==> src/hdl/uart_ifc_pkg.sv <==
// Contract
// - Mask bit 4 enables sleep; writable only with enhanced features on.
// - Mask bit 5 enables received Xoff interrupt; needs enhanced features.
// - Mask bits 6,7 enable RTS/CTS low-to-high interrupts; need enhanced.
// - Source read shows only the highest pending level; others stay queued.
// - Levels 1-5 encode 000110, 001100, 000100, 000010, 000000.
// - Level 7 is 010000, level 8 is 100000, nothing pending 000001.
// - Source bit 0 reads 0 while pending, 1 when idle; resets to 1.
// - Line status pending on error bits; clears when errored chars drain.
// - Receive timeout after four characters plus 12 bits; clears on read.
// - Receive ready at trigger level; clears when fill drops below it.
// - Transmit ready on empty, spaces above trigger or RS-485 idle.
// - Modem status pending on delta bits 0-3; clears on status read.
// - General input toggle raises interrupt; clears on pin state read.
// - Source bit 4 flags Xoff or special char; Xon clears Xoff, source read clears special char.
// - Source bit 5 flags flow-control change; clears on modem read.
// - Source bits 7:6 read 11 with FIFOs enabled, 00 when disabled.
// - Setup bit 0 enables FIFOs; other bits ignored unless it is 1.
// - Setup bits 1,2 flush receive or transmit FIFO for 3 clocks.
// - Setup bit 3 has no effect.
// - Setup bits 5:4 pick transmit trigger 8,16,32,56; need enhanced.
// - Setup bits 7:6 pick receive trigger 8,16,56,60.
// - Format bits 1:0 pick word length 5 to 8, default 6.
package uart_ifc_pkg;
  localparam logic [3:0] ADDR_HOLD = 4'h0;
  localparam logic [3:0] ADDR_MASK = 4'h1;
  localparam logic [3:0] ADDR_SRC = 4'h2;
  localparam logic [3:0] ADDR_FMT = 4'h3;
  localparam logic [3:0] ADDR_LSTAT = 4'h5;
  localparam logic [3:0] ADDR_MSTAT = 4'h6;
  localparam logic [3:0] ADDR_PINS = 4'hB;
  localparam logic [7:0] ENH_KEY = 8'hBF;
  localparam logic [7:0] FMT_RST = 8'h1D;
  localparam logic [7:0] MASK_RST = 8'h00;
  localparam logic [7:0] ENH_RST = 8'h00;
  localparam int MASK_RX = 0;
  localparam int MASK_TX = 1;
  localparam int MASK_LS = 2;
  localparam int MASK_MS = 3;
  localparam int MASK_SLEEP = 4;
  localparam int MASK_XOFF = 5;
  localparam int MASK_RTS = 6;
  localparam int MASK_CTS = 7;
  localparam int ENH_EN = 4;
  localparam int ENH_ARTS = 6;
  localparam int ENH_ACTS = 7;
  localparam int FMT_DIV = 7;
  localparam int SET_EN = 0;
  localparam int SET_RXRST = 1;
  localparam int SET_TXRST = 2;
  localparam logic [5:0] SRC_LS = 6'h06;
  localparam logic [5:0] SRC_TOUT = 6'h0C;
  localparam logic [5:0] SRC_RX = 6'h04;
  localparam logic [5:0] SRC_TX = 6'h02;
  localparam logic [5:0] SRC_MS = 6'h00;
  localparam logic [5:0] SRC_PIN = 6'h30;
  localparam logic [5:0] SRC_XOFF = 6'h10;
  localparam logic [5:0] SRC_FLOW = 6'h20;
  localparam logic [5:0] SRC_NONE = 6'h01;
  localparam logic [6:0] TX_TRIG [4] = '{7'h08, 7'h10, 7'h20, 7'h38};
  localparam logic [6:0] RX_TRIG [4] = '{7'h08, 7'h10, 7'h38, 7'h3C};
  localparam logic [1:0] FLUSH_CYC = 2'h3;
  localparam logic [7:0] TOUT_CHARS = 8'h04;
  localparam logic [7:0] TOUT_BITS = 8'h0C;
  localparam logic [7:0] FRAME_BASE = 8'h07;
endpackage : uart_ifc_pkg

==> src/hdl/uart_ifc.sv <==
`timescale 1ns/100ps
module uart_ifc_fifo #(
  parameter int W = 8,
  parameter int DEPTH = 32,
  parameter int CW = $clog2(DEPTH) + 1
) (
  input wire logic sys_clk_i, // clock
  input wire logic rst_i, // sync reset
  input wire logic flush_i, // clear pointers
  input wire logic in_valid_i, // write request
  input wire logic [W-1:0] in_data_i, // write data
  output logic in_ready_o, // not full
  output logic out_valid_o, // not empty
  output logic [W-1:0] out_data_o, // head word
  input wire logic out_ready_i, // pop
  output logic [CW-1:0] count_o // fill level
);
  localparam int AW = $clog2(DEPTH);
  logic [W-1:0] mem [DEPTH];
  logic [AW-1:0] wp;
  logic [AW-1:0] rp;
  logic push;
  logic pop;
  logic [CW-1:0] next_count;

  assign push = in_valid_i & in_ready_o;
  assign pop = out_valid_o & out_ready_i;
  assign out_data_o = mem[rp];

  always_comb begin
    next_count = count_o;
    if (push & ~pop) begin
      next_count = count_o + 1'b1;
    end else if (pop & ~push) begin
      next_count = count_o - 1'b1;
    end
  end

  // Pointers wrap, so depth must be a power of two
  always_ff @(posedge sys_clk_i) begin
    if (rst_i | flush_i) begin
      wp <= '0;
      rp <= '0;
      count_o <= '0;
      in_ready_o <= 1'b1;
      out_valid_o <= 1'b0;
    end else begin
      if (push) begin
        wp <= wp + 1'b1;
      end
      if (pop) begin
        rp <= rp + 1'b1;
      end
      count_o <= next_count;
      in_ready_o <= next_count != CW'(DEPTH);
      out_valid_o <= next_count != '0;
    end
  end

  always_ff @(posedge sys_clk_i) begin
    if (push) begin
      mem[wp] <= in_data_i;
    end
  end
endmodule : uart_ifc_fifo

module uart_ifc #(
  parameter int DEPTH = 32,
  parameter int GPIO_N = 4
) (
  input wire logic sys_clk_i, // clock
  input wire logic rst_i, // sync reset
  input wire logic [3:0] reg_addr_i, // register address
  input wire logic reg_wr_i, // write strobe
  input wire logic reg_rd_i, // read strobe
  input wire logic [7:0] reg_wdata_i, // write data
  output logic [7:0] reg_rdata_o, // read data
  output logic reg_rvalid_o, // read data valid
  input wire logic [7:0] rx_data_i, // received char
  input wire logic [2:0] rx_err_i, // break, framing, parity
  input wire logic rx_valid_i, // char strobe
  output logic rx_ready_o, // receive space
  output logic [7:0] tx_data_o, // char to send
  output logic tx_valid_o, // char offered
  input wire logic tx_ready_i, // transmitter takes
  input wire logic tx_idle_i, // shift register empty
  output logic thr_ready_o, // transmit space
  input wire logic rs485_auto_i, // auto direction mode
  input wire logic bit_tick_i, // one per bit time
  input wire logic [3:0] modem_lines_i, // modem line states
  input wire logic [3:0] modem_delta_i, // modem change pulses
  input wire logic cts_n_i, // CTS pin
  input wire logic rts_n_i, // RTS drive level
  input wire logic [GPIO_N-1:0] gpio_i, // input pins
  input wire logic xoff_det_i, // Xoff seen
  input wire logic xon_det_i, // Xon seen
  input wire logic spchar_det_i, // special char seen
  output logic sleep_en_o, // sleep allowed
  output logic fifo_en_o, // FIFOs enabled
  output logic [1:0] word_len_o, // word length code
  output logic [7:0] line_format_o // whole format
);
  import uart_ifc_pkg::*;
  localparam int CW = $clog2(DEPTH) + 1;

  logic [7:0] enh;
  logic [1:0] rx_tsel;
  logic [1:0] tx_tsel;
  logic [1:0] rx_fl_cnt;
  logic [1:0] tx_fl_cnt;
  logic rx_flush;
  logic tx_flush;
  logic key;
  logic div;
  logic wr_hold;
  logic wr_setup;
  logic rd_hold;
  logic rd_src;
  logic rd_lstat;
  logic rd_mstat;
  logic rd_pins;
  logic [10:0] rx_head;
  logic rx_has;
  logic rx_in_rdy;
  logic rx_pop;
  logic [CW-1:0] rx_cnt;
  logic [7:0] tx_head;
  logic tx_has;
  logic tx_take;
  logic [CW-1:0] tx_cnt;
  logic overrun;
  logic [CW-1:0] err_cnt;
  logic [7:0] tout_cnt;
  logic [7:0] tout_lim;
  logic tout_flag;
  logic tx_flag;
  logic tx_cond;
  logic tx_cond_d;
  logic tx_empty;
  logic [7:0] tx_space;
  logic rx_lvl;
  logic [3:0] msr_delta;
  logic [GPIO_N-1:0] pin_s1;
  logic [GPIO_N-1:0] pin_s2;
  logic [GPIO_N-1:0] pin_d;
  logic pin_flag;
  logic cts_s1;
  logic cts_s2;
  logic cts_d;
  logic rts_d;
  logic xoff_flag;
  logic spch_flag;
  logic flow_flag;
  logic mask_tx_d;
  logic ls_p, to_p, rx_p, tx_p, ms_p, pin_p, xo_p, fl_p;
  logic [5:0] src;
  logic [7:0] next_rdata;

  assign key = line_format_o == ENH_KEY;
  assign div = line_format_o[FMT_DIV];
  assign wr_hold = reg_wr_i & reg_addr_i == ADDR_HOLD & ~div;
  assign wr_setup = reg_wr_i & reg_addr_i == ADDR_SRC & ~key;
  assign rd_hold = reg_rd_i & reg_addr_i == ADDR_HOLD & ~div;
  assign rd_src = reg_rd_i & reg_addr_i == ADDR_SRC & ~key;
  assign rd_lstat = reg_rd_i & reg_addr_i == ADDR_LSTAT;
  assign rd_mstat = reg_rd_i & reg_addr_i == ADDR_MSTAT;
  assign rd_pins = reg_rd_i & reg_addr_i == ADDR_PINS;
  assign rx_pop = rd_hold & rx_has;
  assign rx_flush = rx_fl_cnt != 2'h0;
  assign tx_flush = tx_fl_cnt != 2'h0;
  assign tx_take = ~tx_valid_o | tx_ready_i;
  assign word_len_o = line_format_o[1:0];

  uart_ifc_fifo #(.W(11), .DEPTH(DEPTH)) rx_fifo (
    .sys_clk_i(sys_clk_i),
    .rst_i(rst_i),
    .flush_i(rx_flush),
    .in_valid_i(rx_valid_i),
    .in_data_i({rx_err_i, rx_data_i}),
    .in_ready_o(rx_in_rdy),
    .out_valid_o(rx_has),
    .out_data_o(rx_head),
    .out_ready_i(rx_pop),
    .count_o(rx_cnt)
  );
  assign rx_ready_o = rx_in_rdy;

  uart_ifc_fifo #(.W(8), .DEPTH(DEPTH)) tx_fifo (
    .sys_clk_i(sys_clk_i),
    .rst_i(rst_i),
    .flush_i(tx_flush),
    .in_valid_i(wr_hold),
    .in_data_i(reg_wdata_i),
    .in_ready_o(thr_ready_o),
    .out_valid_o(tx_has),
    .out_data_o(tx_head),
    .out_ready_i(tx_take),
    .count_o(tx_cnt)
  );

  always_ff @(posedge sys_clk_i) begin
    if (rst_i) begin
      tx_valid_o <= 1'b0;
      tx_data_o <= 8'h00;
    end else if (tx_take) begin
      tx_valid_o <= tx_has;
      tx_data_o <= tx_head;
    end
  end

  always_ff @(posedge sys_clk_i) begin
    if (rst_i) begin
      sleep_en_o <= 1'b0;
      enh <= ENH_RST;
      line_format_o <= FMT_RST;
    end else if (reg_wr_i) begin
      if (reg_addr_i == ADDR_MASK & ~div) begin
        if (enh[ENH_EN]) begin
          sleep_en_o <= reg_wdata_i[MASK_SLEEP];
        end
      end
      if (reg_addr_i == ADDR_SRC & key) begin
        enh <= reg_wdata_i;
      end
      if (reg_addr_i == ADDR_FMT) begin
        line_format_o <= reg_wdata_i;
      end
    end
  end

  logic [7:0] mask;
  always_ff @(posedge sys_clk_i) begin
    if (rst_i) begin
      mask <= MASK_RST;
    end else if (reg_wr_i & reg_addr_i == ADDR_MASK & ~div) begin
      mask[3:0] <= reg_wdata_i[3:0];
      if (enh[ENH_EN]) begin
        mask[7:4] <= reg_wdata_i[7:4];
      end
    end
  end

  always_ff @(posedge sys_clk_i) begin
    if (rst_i) begin
      fifo_en_o <= 1'b0;
      rx_tsel <= 2'h0;
      tx_tsel <= 2'h0;
      rx_fl_cnt <= 2'h0;
      tx_fl_cnt <= 2'h0;
    end else begin
      if (rx_flush) begin
        rx_fl_cnt <= rx_fl_cnt - 2'h1;
      end
      if (tx_flush) begin
        tx_fl_cnt <= tx_fl_cnt - 2'h1;
      end
      if (wr_setup) begin
        fifo_en_o <= reg_wdata_i[SET_EN];
        if (reg_wdata_i[SET_EN]) begin
          rx_tsel <= reg_wdata_i[7:6];
          if (enh[ENH_EN]) begin
            tx_tsel <= reg_wdata_i[5:4];
          end
          if (reg_wdata_i[SET_RXRST]) begin
            rx_fl_cnt <= FLUSH_CYC;
          end
          if (reg_wdata_i[SET_TXRST]) begin
            tx_fl_cnt <= FLUSH_CYC;
          end
        end
      end
    end
  end

  always_ff @(posedge sys_clk_i) begin
    if (rst_i | rx_flush) begin
      err_cnt <= '0;
    end else if ((rx_valid_i & rx_in_rdy & |rx_err_i) !=
                 (rx_pop & |rx_head[10:8])) begin
      if (rx_pop & |rx_head[10:8]) begin
        err_cnt <= err_cnt - 1'b1;
      end else begin
        err_cnt <= err_cnt + 1'b1;
      end
    end
  end

  always_ff @(posedge sys_clk_i) begin
    if (rst_i) begin
      overrun <= 1'b0;
    end else begin
      overrun <= (overrun & ~rd_lstat) | (rx_valid_i & ~rx_in_rdy);
    end
  end

  always_comb begin
    tout_lim = TOUT_CHARS * (FRAME_BASE + {6'h00, line_format_o[1:0]})
      + TOUT_BITS;
  end

  always_ff @(posedge sys_clk_i) begin
    if (rst_i) begin
      tout_cnt <= 8'h00;
      tout_flag <= 1'b0;
    end else if (~rx_has | rx_pop | (rx_valid_i & rx_in_rdy)) begin
      tout_cnt <= 8'h00;
      if (rd_hold) begin
        tout_flag <= 1'b0;
      end
    end else if (bit_tick_i & tout_cnt != tout_lim) begin
      tout_cnt <= tout_cnt + 8'h01;
      if (tout_cnt == tout_lim - 8'h01) begin
        tout_flag <= 1'b1;
      end
    end
  end

  always_comb begin
    if (fifo_en_o) begin
      rx_lvl = {{(8 - CW){1'b0}}, rx_cnt} >= {1'b0, RX_TRIG[rx_tsel]};
    end else begin
      rx_lvl = rx_has;
    end
  end

  always_comb begin
    tx_empty = ~tx_has & ~tx_valid_o;
    tx_space = 8'(DEPTH) - {{(8 - CW){1'b0}}, tx_cnt};
    if (fifo_en_o) begin
      tx_cond = tx_space > {1'b0, TX_TRIG[tx_tsel]};
    end else begin
      tx_cond = tx_empty;
    end
    tx_cond = tx_cond | (rs485_auto_i & tx_idle_i & tx_empty);
  end

  always_ff @(posedge sys_clk_i) begin
    if (rst_i) begin
      tx_cond_d <= 1'b0;
      mask_tx_d <= 1'b0;
      tx_flag <= 1'b0;
    end else begin
      tx_cond_d <= tx_cond;
      mask_tx_d <= mask[MASK_TX];
      tx_flag <= (tx_flag & ~wr_hold & ~(rd_src & src == SRC_TX))
        | (tx_cond & (~tx_cond_d | (mask[MASK_TX] & ~mask_tx_d)));
    end
  end

  always_ff @(posedge sys_clk_i) begin
    if (rst_i) begin
      msr_delta <= 4'h0;
      flow_flag <= 1'b0;
      cts_s1 <= 1'b0;
      cts_s2 <= 1'b0;
      cts_d <= 1'b0;
      rts_d <= 1'b0;
    end else begin
      cts_s1 <= cts_n_i;
      cts_s2 <= cts_s1;
      cts_d <= cts_s2;
      rts_d <= rts_n_i;
      msr_delta <= (rd_mstat ? 4'h0 : msr_delta) | modem_delta_i;
      flow_flag <= (flow_flag & ~rd_mstat)
        | (cts_s2 & ~cts_d & mask[MASK_CTS] & enh[ENH_ACTS])
        | (rts_n_i & ~rts_d & mask[MASK_RTS] & enh[ENH_ARTS]);
    end
  end

  always_ff @(posedge sys_clk_i) begin
    if (rst_i) begin
      pin_s1 <= '0;
      pin_s2 <= '0;
      pin_d <= '0;
      pin_flag <= 1'b0;
    end else begin
      pin_s1 <= gpio_i;
      pin_s2 <= pin_s1;
      pin_d <= pin_s2;
      pin_flag <= (pin_flag & ~rd_pins) | (pin_s2 != pin_d);
    end
  end

  always_ff @(posedge sys_clk_i) begin
    if (rst_i) begin
      xoff_flag <= 1'b0;
      spch_flag <= 1'b0;
    end else begin
      xoff_flag <= (xoff_flag & ~xon_det_i)
        | (xoff_det_i & enh[ENH_EN] & mask[MASK_XOFF]);
      spch_flag <= (spch_flag & ~(rd_src & src == SRC_XOFF))
        | (spchar_det_i & enh[ENH_EN] & mask[MASK_XOFF]);
    end
  end

  assign ls_p = mask[MASK_LS] & (overrun | err_cnt != '0);
  assign to_p = mask[MASK_RX] & tout_flag;
  assign rx_p = mask[MASK_RX] & rx_lvl;
  assign tx_p = mask[MASK_TX] & tx_flag;
  assign ms_p = mask[MASK_MS] & |msr_delta;
  assign pin_p = pin_flag;
  assign xo_p = enh[ENH_EN] & mask[MASK_XOFF] & (xoff_flag | spch_flag);
  assign fl_p = enh[ENH_EN] & flow_flag;

  always_comb begin
    if (ls_p) begin
      src = SRC_LS;
    end else if (to_p) begin
      src = SRC_TOUT;
    end else if (rx_p) begin
      src = SRC_RX;
    end else if (tx_p) begin
      src = SRC_TX;
    end else if (ms_p) begin
      src = SRC_MS;
    end else if (pin_p) begin
      src = SRC_PIN;
    end else if (xo_p) begin
      src = SRC_XOFF;
    end else if (fl_p) begin
      src = SRC_FLOW;
    end else begin
      src = SRC_NONE;
    end
  end

  always_comb begin
    next_rdata = 8'h00;
    unique case (reg_addr_i)
      ADDR_HOLD: next_rdata = div ? 8'h00 : rx_head[7:0];
      ADDR_MASK: next_rdata = div ? 8'h00 : mask;
      ADDR_SRC: next_rdata = key ? enh : {{2{fifo_en_o}}, src};
      ADDR_FMT: next_rdata = line_format_o;
      ADDR_LSTAT: next_rdata = {err_cnt != '0, tx_empty & tx_idle_i,
        tx_empty, rx_head[10:8] & {3{rx_has}}, overrun, rx_has};
      ADDR_MSTAT: next_rdata = {modem_lines_i, msr_delta};
      ADDR_PINS: next_rdata = {{(8 - GPIO_N){1'b0}}, pin_s2};
      default: next_rdata = 8'h00;
    endcase
  end

  always_ff @(posedge sys_clk_i) begin
    if (rst_i) begin
      reg_rdata_o <= 8'h00;
      reg_rvalid_o <= 1'b0;
    end else begin
      reg_rvalid_o <= reg_rd_i;
      if (reg_rd_i) begin
        reg_rdata_o <= next_rdata;
      end
    end
  end
endmodule : uart_ifc

==> config.mk <==
export PLATFORM = sky130hd
export DESIGN_NAME = uart_ifc
export DESIGN_NICKNAME = d
export VERILOG_FILES = /design/src/hdl/uart_ifc_pkg.sv /design/src/hdl/uart_ifc.sv
export SDC_FILE = /design/constraint.sdc
export NUM_CORES = 1
export LEC_CHECK = 0
export BUFFER_PORTS_ARGS = -buffer_cell sky130_fd_sc_hd__buf_2
export CAP_MARGIN = 20
export CORE_MARGIN = 2
export CORE_UTILIZATION = 55
export DETAILED_ROUTE_END_ITERATION = 16
export HOLD_SLACK_MARGIN = 0.03
export PLACE_DENSITY = 0.71
export SYNTH_ARGS = -nofsm -noshare
export SYNTH_HDL_FRONTEND = slang
export SYNTH_SLANG_ARGS = --single-unit
==> constraint.sdc <==
create_clock -name sys_clk_i -period 3.7 [get_ports sys_clk_i]
set_input_delay 0.74 -clock sys_clk_i [delete_from_list [all_inputs] [get_ports sys_clk_i]]
set_output_delay 0.74 -clock sys_clk_i [all_outputs]
set_load 0.02 [all_outputs]
==> results of run 1 <==
-- Yosys cell counts (23+ instances only) --
library cell	number	area, µm²
sky130_fd_sc_hd__xor2_1	23	201
sky130_fd_sc_hd__xnor2_1	28	245
sky130_fd_sc_hd__nand2_1	127	477
sky130_fd_sc_hd__edfxtp_1	608	18300
sky130_fd_sc_hd__a21oi_1	62	310
sky130_fd_sc_hd__mux2i_1	76	761
sky130_fd_sc_hd__clkbuf_1	53	199
sky130_fd_sc_hd__nor2b_1	26	163
sky130_fd_sc_hd__ha_1	35	438
sky130_fd_sc_hd__nor2_1	153	574
sky130_fd_sc_hd__inv_1	26	97.6
sky130_fd_sc_hd__mux4_2	160	3600
sky130_fd_sc_hd__dfxtp_1	136	2720
sky130_fd_sc_hd__nand3_1	57	285
-- how the worst max path moves through the flow --
stage                              from         end  slack (ps)  depth (start not counted)
final                         flip-flop  err_cnt[5]         250                         14
after detailed placement      flip-flop  err_cnt[5]          90                         14
after floorplan           reg_addr_i[3]  err_cnt[5]         640                         10
after global routing          flip-flop  err_cnt[5]           6                         14
after CTS                     flip-flop  err_cnt[5]          70                         14
after global placement        flip-flop  err_cnt[5]         180                         14
-- metal layers --
layer	wire length (µm)	vias up
met3	4920	117
met5	0	-
met2	32500	704
li1	-	7406
met1	28900	8703
met4	1830	0
-- what timing repair did --
action	CTS	global route
endpoints found under the setup margin	0	1
buffers inserted	0	1
gates resized for setup	0	3
-- state kept, by name, summed over array words and instances, names as in the netlist, 2 cells and up, named ones only --
| name | flops |
|---|---|
| reg_rdata_o | 8 |
| rx_fifo.mem | 352 |
| pin_d | 4 |
| tx_fifo.mem | 256 |
| msr_delta | 4 |
| rx_tsel | 2 |
| pin_s1 | 4 |
| rx_fl_cnt | 2 |
| rx_fifo.rp | 5 |
| tx_fl_cnt | 2 |
| tx_data_o | 8 |
| tx_fifo.rp | 5 |
| pin_s2 | 4 |
| line_format_o | 8 |
| rx_fifo.wp | 5 |
| mask | 8 |
| tout_cnt | 8 |
| tx_tsel | 2 |
| tx_fifo.count_o | 6 |
| rx_fifo.count_o | 6 |
| enh | 8 |
| err_cnt | 6 |
| tx_fifo.wp | 5 |
-- power breakdown --
group	total, W	switching [W]	internal (W)
sequential	0.00939	0.000211	0.00918
combinational	0.00209	0.00109	0.000996
clock	0.00772	0.00319	0.00452
-- tightest hold or removal path: stages --
cell,delay (ps)
sky130_fd_sc_hd__buf_2,80
sky130_fd_sc_hd__a21oi_1,30
sky130_fd_sc_hd__nor2_1,70
-- area by class of cell --
cell class	instances	share of cell area
multi-input combinational	952	0.251
sequential	744	0.612
clock inverter	39	0.0138
inverter	27	0.00296
timing repair buffer	176	0.0346
tap	696	0.0254
clock buffer	97	0.0598
-- cells by family (layout without fill, tap and decap cells) --
logic type / count (synthesis) / count (layout) / share of synthesized area
buffers and inverters: 114 / 339 / 0.0166
XOR/XNOR: 52 / 52 / 0.0154
adder cells (fa/ha/maj): 36 / 36 / 0.0152
AO/OA/AOI/OAI: 178 / 178 / 0.0404
AND/OR/NAND/NOR: 450 / 450 / 0.0697
multiplexers: 236 / 236 / 0.145
flip-flops: 744 / 744 / 0.698
-- through the flow --
step                      setup WS [ps]  hold WS (ps)
after floorplan                     641           414
after global placement              180           425
after detailed placement           94.4           427
after CTS                          65.8           307
after global routing               6.12           329
final                               254           332
==> results.txt, run 1 <==
----------------------------------------------------
[Routing]
  Number of nets still failing antenna checks after routing ... 0
  First-pass DRT Iterations ... 5
  Remaining routing DRC violations ... 0
  Per-cell via count in the routed design ... 6.20
  Violation count after the first detailed-routing iteration ... 1,901
  Via count of the routed design ... 16.9k
  Post-detailed-routing wire length ... 68,200 µm
  Routed wirelength normalized by instance count ... 25.0 µm

[Setup path]
  Delay-heaviest family, CP ... compound AO/OA/AOI/OAI gates
  Worst R2R Path Depth ... 14
  Most common cell type on the critical path ... sky130_fd_sc_hd__mux2i_1
  R2r endpoint ... err_cnt[5]
  Bufs and invs on worst path ... 2
  CP Data Required Time ... 4260 ps
  Cell with the biggest individual delay on the critical path ... sky130_fd_sc_hd__dfxtp_4
  Slowest cell delay on critical path ... 530 ps
  Setup slack, reg-to-reg ... 250 ps
  Max Fanout on Critical Path ... 17
  Ordered cell list for the critical path ... buf_12 -> nor2b_1 -> a2111oi_0 -> o21ai_1 -> a311oi_2 -> buf_4 -> a311oi_4 -> ha_1 -> a21o_1 -> a21oi_1 -> o21ai_0 -> nand2b_1 -> mux2i_1 -> mux2i_1
  Endpoint kind of the worst setup timing path ... flip-flop
  Crit start category ... flip-flop
  Signal arrival time at the worst endpoint ... 4000 ps
  Worst Path Class, Setup ... reg -> reg

[Layout]
  Footprint of the multi-input gates ... 0.00861 mm²
  Area Growth Syn to Fin ... 14.0%
  Core Util, Final ... 0.636
  Register area ... 0.0210 mm²
  Net count, final ... 2,062
  Post-route cell area ... 0.0343 mm²
  Leading cell type in the layout, fill and taps excluded ... sky130_fd_sc_hd__edfxtp_1
  Final instance count without filler cells ... 2,731
  Highest-count cells in the layout ignoring fill and taps ... 608 x sky130_fd_sc_hd__edfxtp_1, 160 x sky130_fd_sc_hd__mux4_2, 153 x sky130_fd_sc_hd__nor2_1
  Fraction of layout instances using a drive strength above 1 ... 0.230
  Layout filler cell count ... 3,746
  Antenna diodes ... 0

[GRT]
  Met3 Track Usage GR ... 0.0375
  Number of global-route vias before repair ... 17.0k
  GRT Resource Usage Total ... 0.245
  Largest net degree at the start of global routing ... 59
  Met1 Use GR ... 0.353
  Met2 routing resource usage after global routing ... 0.389
  Remaining global-route overflow ... 0
  First-pass GRT wire length ... 103,000 µm
  Most used routing layer ... met2
  Number of antenna violations at the first check in global routing ... 0

[Worst hold path]
  Tightest Hold Check Type ... in -> reg
  Critical hold path startpoint ... modem_delta_i[2]
  Hold Path Sink ... msr_delta[2]
  Hold Path Depth ... 3

[Floorplan]
  Starting utilization of the core area ... 0.558
  Placement Rows ... 85
  Number of top-level design ports ... 81
  Placeable core region ... 0.0539 mm²
  Die area ... 0.0566 mm²
  Width of the chip ... 238 µm
  Die Y-Extent ... 238 µm

[Synth]
  Number of warnings printed during yosys synthesis ... 0
  Post-synthesis net count ... 1,895
  Number of enable flip-flop cells after synthesis ... 608
  Dominant synthesized flop cell ... sky130_fd_sc_hd__edfxtp_1
  Async set or reset register ratio after synthesis ... 0
  Post-synth design cell area ... 0.0301 mm²
  Per-instance average area after synthesis ... 16.6 µm²
  Post-Synthesis Cells ... 1,810
  Number of flip-flops and latches in the synthesized netlist ... 744
  Count of unique library cells instantiated by Yosys ... 67
  Sequential share of the synthesized area ... 0.698

[Timing]
  Transition time of the tightest slew-check pin ... 935 ps
  Worst clock skew on the final layout ... 19.4 ps
  Portion of the clock cycle consumed by the worst path in the final layout ... 0.931
  Highest attainable clock frequency ... 290 MHz
  Final Hold Viols ... 0
  Setup repair after global routing missed its margin ... false
  Pins Over Slew Limit ... 0
  Period minus WS final ... 3450 ps
  Final setup violation count ... 0
  Setup TNS after final layout ... 0 ps
  Slew HR ... 0.376

[Pwr]
  Total Power Consumption ... 0.0192 W
  Cell area power density ... 560 mW/mm²
  Lkg Pwr ... 11.1 nW
  Worst IR Drop VDD ... 334 µV

[Clock tree]
  Count of H-tree levels built during CTS ... 3
  Cts bufs inserted ... 76
  Hold-fix buffer count after cts ... 0
  TritonCTS Sinks ... 744
  CTS root buffer ... sky130_fd_sc_hd__clkbuf_16
  Skew-Pair Late Insertion Delay ... 620 ps
  TritonCTS clock tree ... built
  Clock-pin slew on the worst setup and hold paths ... 60 ps
  Clock tree buffer depth ... 3

[Outcome]
  Outcome ... complete, no violations

[Placement]
  Global placer's final weighted congestion ... 0.904
  Half-perimeter wire length after detailed placement ... 44,000 µm
  Instance count after placement with tap cells included ... 2,594
  Port Buffers ... 80
  Placement-stage cell area ... 0.0317 mm²

[Run]
  Number of max-cap violations ... 0

----------------------------------------------------
Power figures use the tool's default switching activity.
==> inputs of run 2 (changes only) <==
--- a/config.mk
+++ b/config.mk
@@ -8,10 +8,11 @@
 export BUFFER_PORTS_ARGS = -buffer_cell sky130_fd_sc_hd__buf_2
 export CAP_MARGIN = 20
 export CORE_MARGIN = 2
-export CORE_UTILIZATION = 55
+export CORE_UTILIZATION = 49
 export DETAILED_ROUTE_END_ITERATION = 16
 export HOLD_SLACK_MARGIN = 0.03
-export PLACE_DENSITY = 0.71
+export MAX_ROUTING_LAYER = met4
+export PLACE_DENSITY = 0.64
 export SYNTH_ARGS = -nofsm -noshare
 export SYNTH_HDL_FRONTEND = slang
 export SYNTH_SLANG_ARGS = --single-unit
==> results.txt, run 2 (synthesized netlist as in run 1, its figures left out) <==
----------------------------------------------------
[Outcome]
  Outcome ... complete, no violations

[Timing]
  Worst clock skew on the final layout ... 33.1 ps (+13.6 ps)
  Pins Over Slew Limit ... 0 (unchanged)
  Setup repair after global routing missed its margin ... false
  Post-route worst hold slack ... 332 ps (+0.681 ps)
  Portion of the clock cycle consumed by the worst path in the final layout ... 0.941 (+0.00949)
  Highest attainable clock frequency ... 287 MHz (-1.0%)
  Final setup violation count ... 0 (unchanged)
  Final Hold Viols ... 0 (unchanged)
  Final critical-path setup slack ... 219 ps (-35.1 ps)
  Setup TNS after final layout ... 0 ps (unchanged)
  Transition time of the tightest slew-check pin ... 1040 ps (+104 ps)
  Slew HR ... 0.306 (-0.0694)
  Period minus WS final ... 3480 ps (+35.1 ps)

[Pwr]
  Lkg Pwr ... 11.2 nW (+0.90%)
  Worst IR Drop VDD ... 349 µV (+4.6%)
  Cell area power density ... 555 mW/mm² (-0.80%)

[Setup path]
  Cell with the biggest individual delay on the critical path ... sky130_fd_sc_hd__nor2b_1
  Ordered cell list for the critical path ... nor2b_1 -> a22oi_1 -> nand3_1 -> o21ai_0 -> nor2_1 -> a311oi_4 -> ha_1 -> a21o_1 -> a21oi_1 -> o21ai_0 -> nand2b_1 -> mux2i_1 -> mux2i_1
  CP Data Required Time ... 4240 ps (-20 ps)
  Endpoint kind of the worst setup timing path ... flip-flop
  Max Fanout on Critical Path ... 12 (-5)
  Crit start category ... flip-flop
  Worst R2R Path Depth ... 13 (-1)
  Signal arrival time at the worst endpoint ... 4020 ps (+20 ps)
  Setup slack, reg-to-reg ... 220 ps (-40 ps)
  R2r endpoint ... err_cnt[5]
  Delay-heaviest family, CP ... simple AND/OR/NAND/NOR gates
  Bufs and invs on worst path ... 0 (-2)
  Worst Path Class, Setup ... reg -> reg
  Slowest cell delay on critical path ... 630 ps (+100 ps)

[Layout]
  Layout filler cell count ... 4,576 (+22%)
  Fraction of layout instances using a drive strength above 1 ... 0.238 (+0.00737)
  Register with the highest flop count ... rx_fifo.mem
  Flip-flop count of the largest register, all copies and words added ... 352 (unchanged)
  Biggest registers after layout ... rx_fifo.mem (352), tx_fifo.mem (256)
  Final instance count without filler cells ... 2,839 (+4.0%)
  Net count, final ... 2,082 (+0.97%)
  Post-route cell area ... 0.0345 mm² (+0.63%)
  Leading cell type in the layout, fill and taps excluded ... sky130_fd_sc_hd__edfxtp_1
  Area Growth Syn to Fin ... 14.7%
  Highest-count cells in the layout ignoring fill and taps ... 608 x sky130_fd_sc_hd__edfxtp_1, 160 x sky130_fd_sc_hd__mux4_2, 153 x sky130_fd_sc_hd__nor2_1

[Placement]
  Half-perimeter wire length after detailed placement ... 44,100 µm (+0.24%)
  Post-placement setup slack ... 103 ps (+8.20 ps)
  Instance count after placement with tap cells included ... 2,697 (+4.0%)
  Placement-stage cell area ... 0.0320 mm² (+0.66%)
  Port Buffers ... 80 (unchanged)
  Global placer's final weighted congestion ... 0.914 (+1.1%)

[Clock tree]
  Clock-pin slew on the worst setup and hold paths ... 60 ps (about the same)
  Cts bufs inserted ... 77 (+1.3%)
  TritonCTS clock tree ... built
  Clock tree buffer depth ... 3 (unchanged)
  TritonCTS Sinks ... 744 (unchanged)
  Skew-Pair Late Insertion Delay ... 620 ps (about the same)
  Count of H-tree levels built during CTS ... 3 (unchanged)
  Hold-fix buffer count after cts ... 0 (unchanged)
  CTS root buffer ... sky130_fd_sc_hd__clkbuf_16

[Floorplan]
  Width of the chip ... 252 µm (+5.8%)
  Die Y-Extent ... 252 µm (+5.8%)
  Placeable core region ... 0.0605 mm² (+12%)
  Die area ... 0.0634 mm² (+12%)
  Placement Rows ... 90 (+5.9%)
  Number of top-level design ports ... 81 (unchanged)
  Starting utilization of the core area ... 0.497 (-0.0604)

[Routing]
  First-pass DRT Iterations ... 6 (+1)
  Number of nets still failing antenna checks after routing ... 0 (unchanged)
  Via count of the routed design ... 16.7k (-1.4%)
  Per-cell via count in the routed design ... 5.88 (-5.1%)
  Remaining routing DRC violations ... 0 (unchanged)
  Post-detailed-routing wire length ... 68,200 µm (+0.12%)
  Routed wirelength normalized by instance count ... 24.0 µm (-3.7%)
  Violation count after the first detailed-routing iteration ... 1,605 (-16%)

[GRT]
  Met2 routing resource usage after global routing ... 0.345 (-0.0441)
  First-pass GRT wire length ... 103,000 µm (about the same)
  Remaining global-route overflow ... 0 (unchanged)
  GRT Resource Usage Total ... 0.225 (-0.0208)
  Number of antenna violations at the first check in global routing ... 0 (unchanged)
  Number of global-route vias before repair ... 16.7k (-1.4%)
  Most used routing layer ... met2
  Met1 Use GR ... 0.318 (-0.0356)
  Largest net degree at the start of global routing ... 49 (-17%)
  Met3 Track Usage GR ... 0.0327 (-0.00478)

[Worst hold path]
  Hold Path Sink ... msr_delta[2]
  Hold Path Depth ... 3 (unchanged)
  Critical hold path startpoint ... modem_delta_i[2]
  Tightest Hold Check Type ... in -> reg

[Run]
  Number of max-cap violations ... 0 (unchanged)

----------------------------------------------------
-- run 2: changes by cell type in the layout (fill, tap and decap cells not counted), moves of 2 or more --
cell,change
sky130_fd_sc_hd__buf_4,+22
sky130_fd_sc_hd__clkinv_2,+6
sky130_fd_sc_hd__clkbuf_16,+4
sky130_fd_sc_hd__inv_16,-3
sky130_fd_sc_hd__buf_12,-2
sky130_fd_sc_hd__clkbuf_8,-2
-- run 2: worst reg2reg max path: stages (launching register included) --
cell,delay [ps]
sky130_fd_sc_hd__dfxtp_4,450
sky130_fd_sc_hd__nor2b_1,640
sky130_fd_sc_hd__a22oi_1,210
sky130_fd_sc_hd__nand3_1,130
sky130_fd_sc_hd__o21ai_0,110
sky130_fd_sc_hd__nor2_1,300
sky130_fd_sc_hd__a311oi_4,210
sky130_fd_sc_hd__ha_1,330
sky130_fd_sc_hd__a21o_1,180
sky130_fd_sc_hd__a21oi_1,210
sky130_fd_sc_hd__o21ai_0,140
sky130_fd_sc_hd__nand2b_1,150
sky130_fd_sc_hd__mux2i_1,180
sky130_fd_sc_hd__mux2i_1,190
-- run 2: metal layers --
layer,share of wire,up-vias
met3,0.064,101
li1,-,7467
met4,0.020,0
met2,0.47,628
met5,0,-
met1,0.44,8503
-- run 2: cell type report --
cell class	instances	area, µm²	area share
antenna	1	2.50	0.0000725
clock buffer	99	2120	0.0616
clock inverter	39	395	0.0115
inverter	27	101	0.00294
multi-input combinational	952	8610	0.249
sequential	744	21000	0.608
tap	782	978	0.0284
timing repair buffer	195	1300	0.0377
-- run 2: how the worst max path moves through the flow --
stage / from / to / cells past startpoint
after floorplan: reg_addr_i[3] / err_cnt[5] / 10
after global placement: flip-flop / err_cnt[5] / 14
after detailed placement: flip-flop / err_cnt[5] / 14
after CTS: flip-flop / err_cnt[5] / 14
after global routing: flip-flop / err_cnt[5] / 14
final: flip-flop / err_cnt[5] / 13
-- run 2: per-stage QoR --
| stage | total power, W | util |
|---|---|---|
| final | 0.0192 | 0.571 |
| after global routing | 0.0199 | 0.571 |
| after CTS | 0.0193 | 0.570 |
| after detailed placement | 0.0117 | 0.528 |
| after global placement | 0.0116 | 0.528 |
| after floorplan | 0.0109 | - |
-- run 2: report_power, final --
group          internal [W]  total, W  switching (W)
clock               0.00455   0.00770        0.00315
combinational      0.000997   0.00206        0.00106
sequential          0.00918   0.00940       0.000227
-- run 2: what timing repair did --
action,4_1_cts,5_1_grt
setup endpoints to repair,0,1
gates resized for setup,0,1
buffers inserted,0,3
==> inputs of run 3 (changes only) <==
--- a/config.mk
+++ b/config.mk
@@ -5,6 +5,7 @@
 export SDC_FILE = /design/constraint.sdc
 export NUM_CORES = 1
 export LEC_CHECK = 0
+export ABC_AREA = 1
 export BUFFER_PORTS_ARGS = -buffer_cell sky130_fd_sc_hd__buf_2
 export CAP_MARGIN = 20
 export CORE_MARGIN = 2
==> results.txt, run 3 <==
----------------------------------------------------
[Outcome]
  Outcome ... complete, no violations

[Clock tree]
  Setup fix buffers added after clock tree synthesis ... 0 (unchanged)
  Count of H-tree levels built during CTS ... 3 (unchanged)
  Skew-Pair Late Insertion Delay ... 620 ps (about the same)
  Cts bufs inserted ... 79 (+2.6%)
  Clock-pin slew on the worst setup and hold paths ... 60 ps (about the same)
  CTS root buffer ... sky130_fd_sc_hd__clkbuf_16
  TritonCTS Sinks ... 744 (unchanged)
  Hold-fix buffer count after cts ... 0 (unchanged)
  Clock tree buffer depth ... 3 (unchanged)
  TritonCTS clock tree ... built
  Count of instances resized after the clock tree is built ... 0 (unchanged)

[Synth]
  Post-Synthesis Cells ... 2,794 (+54%)
  List of most frequent post-synthesis cells ... 608 x sky130_fd_sc_hd__edfxtp_1, 431 x sky130_fd_sc_hd__nor2_1, 415 x sky130_fd_sc_hd__nand2_1
  Post-synth design cell area ... 0.0309 mm² (+2.7%)
  Post-synthesis net count ... 2,879 (+52%)
  Number of enable flip-flop cells after synthesis ... 608 (unchanged)
  Top-count cell post-synth ... sky130_fd_sc_hd__edfxtp_1
  Sequential share of the synthesized area ... 0.679 (-0.0184)
  Count of unique library cells instantiated by Yosys ... 50 (-25%)
  Number of warnings printed during yosys synthesis ... 0 (unchanged)
  Cell types with the largest area share after synthesis ... sky130_fd_sc_hd__edfxtp_1 59%, sky130_fd_sc_hd__dfxtp_1 8.8%, sky130_fd_sc_hd__nor2_1 5.2%, sky130_fd_sc_hd__nand2_1 5.0%, sky130_fd_sc_hd__o21ai_0 4.9%
  Async set or reset register ratio after synthesis ... 0 (unchanged)
  Yosys top cell by area ... sky130_fd_sc_hd__edfxtp_1
  Number of flip-flops and latches in the synthesized netlist ... 744 (unchanged)
  Dominant synthesized flop cell ... sky130_fd_sc_hd__edfxtp_1
  Share of the synthesized area in the top cell type ... 0.591 (-0.0161)
  Per-instance average area after synthesis ... 11.1 µm² (-33%)

[Setup path]
  Max Fanout on Critical Path ... 90 (+78)
  Worst Path Class, Setup ... reg -> reg
  Signal arrival time at the worst endpoint ... 3880 ps (-140 ps)
  Setup slack, reg-to-reg ... 370 ps (+150 ps)
  Worst R2R Path Depth ... 22 (+9)
  CP Data Required Time ... 4240 ps (about the same)
  Crit start category ... flip-flop
  R2r endpoint ... err_cnt[5]
  Endpoint kind of the worst setup timing path ... flip-flop

[Timing]
  Portion of the clock cycle consumed by the worst path in the final layout ... 0.901 (-0.0400)
  Transition time of the tightest slew-check pin ... 1140 ps (+97.2 ps)
  Highest attainable clock frequency ... 300 MHz (+4.4%)
  Final Hold Viols ... 0 (unchanged)
  Final setup violation count ... 0 (unchanged)
  Slew HR ... 0.240 (-0.0667)
  Setup TNS after final layout ... 0 ps (unchanged)
  Period minus WS final ... 3330 ps (-148 ps)
  Final critical-path setup slack ... 367 ps (+148 ps)
  Worst clock skew on the final layout ... 22.1 ps (-11.0 ps)
  Post-route worst hold slack ... 330 ps (-2.35 ps)
  Setup repair after global routing missed its margin ... false
  Pins Over Slew Limit ... 0 (unchanged)

[Floorplan]
  Placement Rows ... 92 (+2.2%)
  Width of the chip ... 255 µm (+1.3%)
  Number of top-level design ports ... 81 (unchanged)
  Placeable core region ... 0.0627 mm² (+3.7%)
  Die area ... 0.0651 mm² (+2.7%)
  Die Y-Extent ... 255 µm (+1.3%)
  Starting utilization of the core area ... 0.492 (-0.00493)

[Worst hold path]
  Tightest Hold Check Type ... in -> reg
  Critical hold path startpoint ... cts_n_i
  Hold Path Depth ... 3 (unchanged)
  Hold Path Sink ... cts_s1

[Layout]
  Highest-count cells in the layout ignoring fill and taps ... 608 x sky130_fd_sc_hd__edfxtp_1, 431 x sky130_fd_sc_hd__nor2_1, 415 x sky130_fd_sc_hd__nand2_1
  Net count, final ... 2,996 (+44%)
  Leading cell type in the layout, fill and taps excluded ... sky130_fd_sc_hd__edfxtp_1
  Register area ... 0.0210 mm² (about the same)
  Fraction of layout instances using a drive strength above 1 ... 0.107 (-0.131)
  Layout filler cell count ... 5,258 (+15%)
  Area Growth Syn to Fin ... 13.3%
  Footprint of the multi-input gates ... 0.00857 mm² (-0.41%)
  Register with the highest flop count ... rx_fifo.mem
  Biggest registers after layout ... rx_fifo.mem (352), tx_fifo.mem (256)
  Flip-flop count of the largest register, all copies and words added ... 352 (unchanged)

[GRT]
  Number of global-route vias before repair ... 20.4k (+22%)
  GRT Resource Usage Total ... 0.249 (+0.0244)
  Number of antenna violations at the first check in global routing ... 3 (+3)
  First-pass GRT wire length ... 120,000 µm (+16%)
  Largest net degree at the start of global routing ... 91 (+86%)
  Remaining global-route overflow ... 0 (unchanged)

[Routing]
  Post-detailed-routing wire length ... 78,900 µm (+16%)
  Per-cell via count in the routed design ... 5.65 (-4.0%)
  Number of nets still failing antenna checks after routing ... 0 (unchanged)
  Routed wirelength normalized by instance count ... 20.6 µm (-14%)
  Via count of the routed design ... 21.6k (+29%)
  Remaining routing DRC violations ... 0 (unchanged)
  First-pass DRT Iterations ... 6 (unchanged)
  Violation count after the first detailed-routing iteration ... 2,288 (+43%)

[Placement]
  Post-placement setup slack ... 369 ps (+266 ps)
  Port Buffers ... 80 (unchanged)
  Global placer's final weighted congestion ... 0.905 (-0.96%)
  Half-perimeter wire length after detailed placement ... 49,900 µm (+13%)

[Run]
  Number of max-cap violations ... 0 (unchanged)

[Pwr]
  Lkg Pwr ... 12.5 nW (+11%)
  Worst IR Drop VDD ... 363 µV (+3.9%)
  Cell area power density ... 560 mW/mm² (+0.85%)

----------------------------------------------------
-- run 3: changes by cell type in the layout (fill, tap and decap cells not counted), sizes merged, moves of 35 or more --
| cell | previous run | this run |
|---|---|---|
| o21ai | 15 | 318 |
| nand2 | 127 | 423 |
| nor2 | 153 | 434 |
| nand3 | 57 | 220 |
| mux4 | 160 | 0 |
| inv | 27 | 165 |
| mux2i | 76 | 0 |
| o221ai | 5 | 51 |
| o22ai | 3 | 46 |
| a21oi | 62 | 97 |
-- run 3: area by class of cell --
| class | count | area share |
|---|---|---|
| Antenna cell | 3 | 0.000214 |
| Multi-Input combinational cell | 1749 | 0.245 |
| Sequential cell | 744 | 0.599 |
| Tap cell | 846 | 0.0302 |
| Clock buffer | 107 | 0.0629 |
| Timing Repair Buffer | 172 | 0.0343 |
| Clock inverter | 39 | 0.0102 |
| Inverter | 165 | 0.0179 |
-- run 3: where the power goes --
part	switching, W	total [W]	internal [W]
Combinational	0.00177	0.00250	0.000731
Sequential	0.000133	0.00933	0.00919
Clock	0.00323	0.00778	0.00455
-- run 3: through the flow --
step	cell area (µm²)	util	total power, W	std cells
after floorplan	30900	-	0.0111	2794
after global routing	35000	0.558	0.0203	3825
final	35000	0.558	0.0196	3825
after detailed placement	32400	0.516	0.0120	3667
after CTS	34900	0.557	0.0197	3813
after global placement	32300	0.515	0.0119	3660
-- run 3: worst max-delay path by stage --
stage	startpoint	to	slack [ps]	cells after the start
CTS	flip-flop	err_cnt[5]	440	22
global placement	reg_addr_i[3]	err_cnt[5]	410	19
finish	flip-flop	err_cnt[5]	370	22
floorplan	reg_rd_i	err_cnt[5]	850	18
global route	flip-flop	err_cnt[5]	70	22
detailed placement	reg_addr_i[3]	err_cnt[5]	370	20
-- run 3: logic make-up (layout without fill, tap and decap cells) --
kind of cell               count (synthesis)  in the layout  share of synthesized area
and+or+nand+nor                         1119           1119                      0.150
other                                      0              3                          0
xor gates and xnor gates                  29             29                    0.00822
DFF                                      744            744                      0.679
buffers and inverters                    301            483                     0.0436
AOI/OAI and AO/OA                        565            565                      0.104
adders and majority gates                 36             36                     0.0148
-- run 3: routing by layer --
metal	GRT usage	part of all wire	up-vias
li1	-	-	10100
met1	0.352	0.44	10500
met2	0.376	0.46	811
met3	0.0370	0.067	132
met4	0.0739	0.025	0
met5	-	0	-
-- run 3: critical path: stages (launching register included) --
cell	delay (ps)
sky130_fd_sc_hd__dfxtp_2	370
sky130_fd_sc_hd__buf_12	390
sky130_fd_sc_hd__nand3_1	130
sky130_fd_sc_hd__nand3_1	100
sky130_fd_sc_hd__nand2_1	70
sky130_fd_sc_hd__nand2_1	70
sky130_fd_sc_hd__nand3_1	200
sky130_fd_sc_hd__nand2_1	150
sky130_fd_sc_hd__nand3_2	160
sky130_fd_sc_hd__nand2_2	160
sky130_fd_sc_hd__inv_1	110
sky130_fd_sc_hd__ha_1	340
sky130_fd_sc_hd__a21oi_1	150
sky130_fd_sc_hd__nand2_1	100
sky130_fd_sc_hd__a21oi_1	140
sky130_fd_sc_hd__nor2_1	50
sky130_fd_sc_hd__nor2_1	130
sky130_fd_sc_hd__inv_1	70
sky130_fd_sc_hd__nand2_1	80
sky130_fd_sc_hd__nand2_1	60
sky130_fd_sc_hd__nor2_1	90
sky130_fd_sc_hd__nor2_1	40
sky130_fd_sc_hd__nor2_1	90
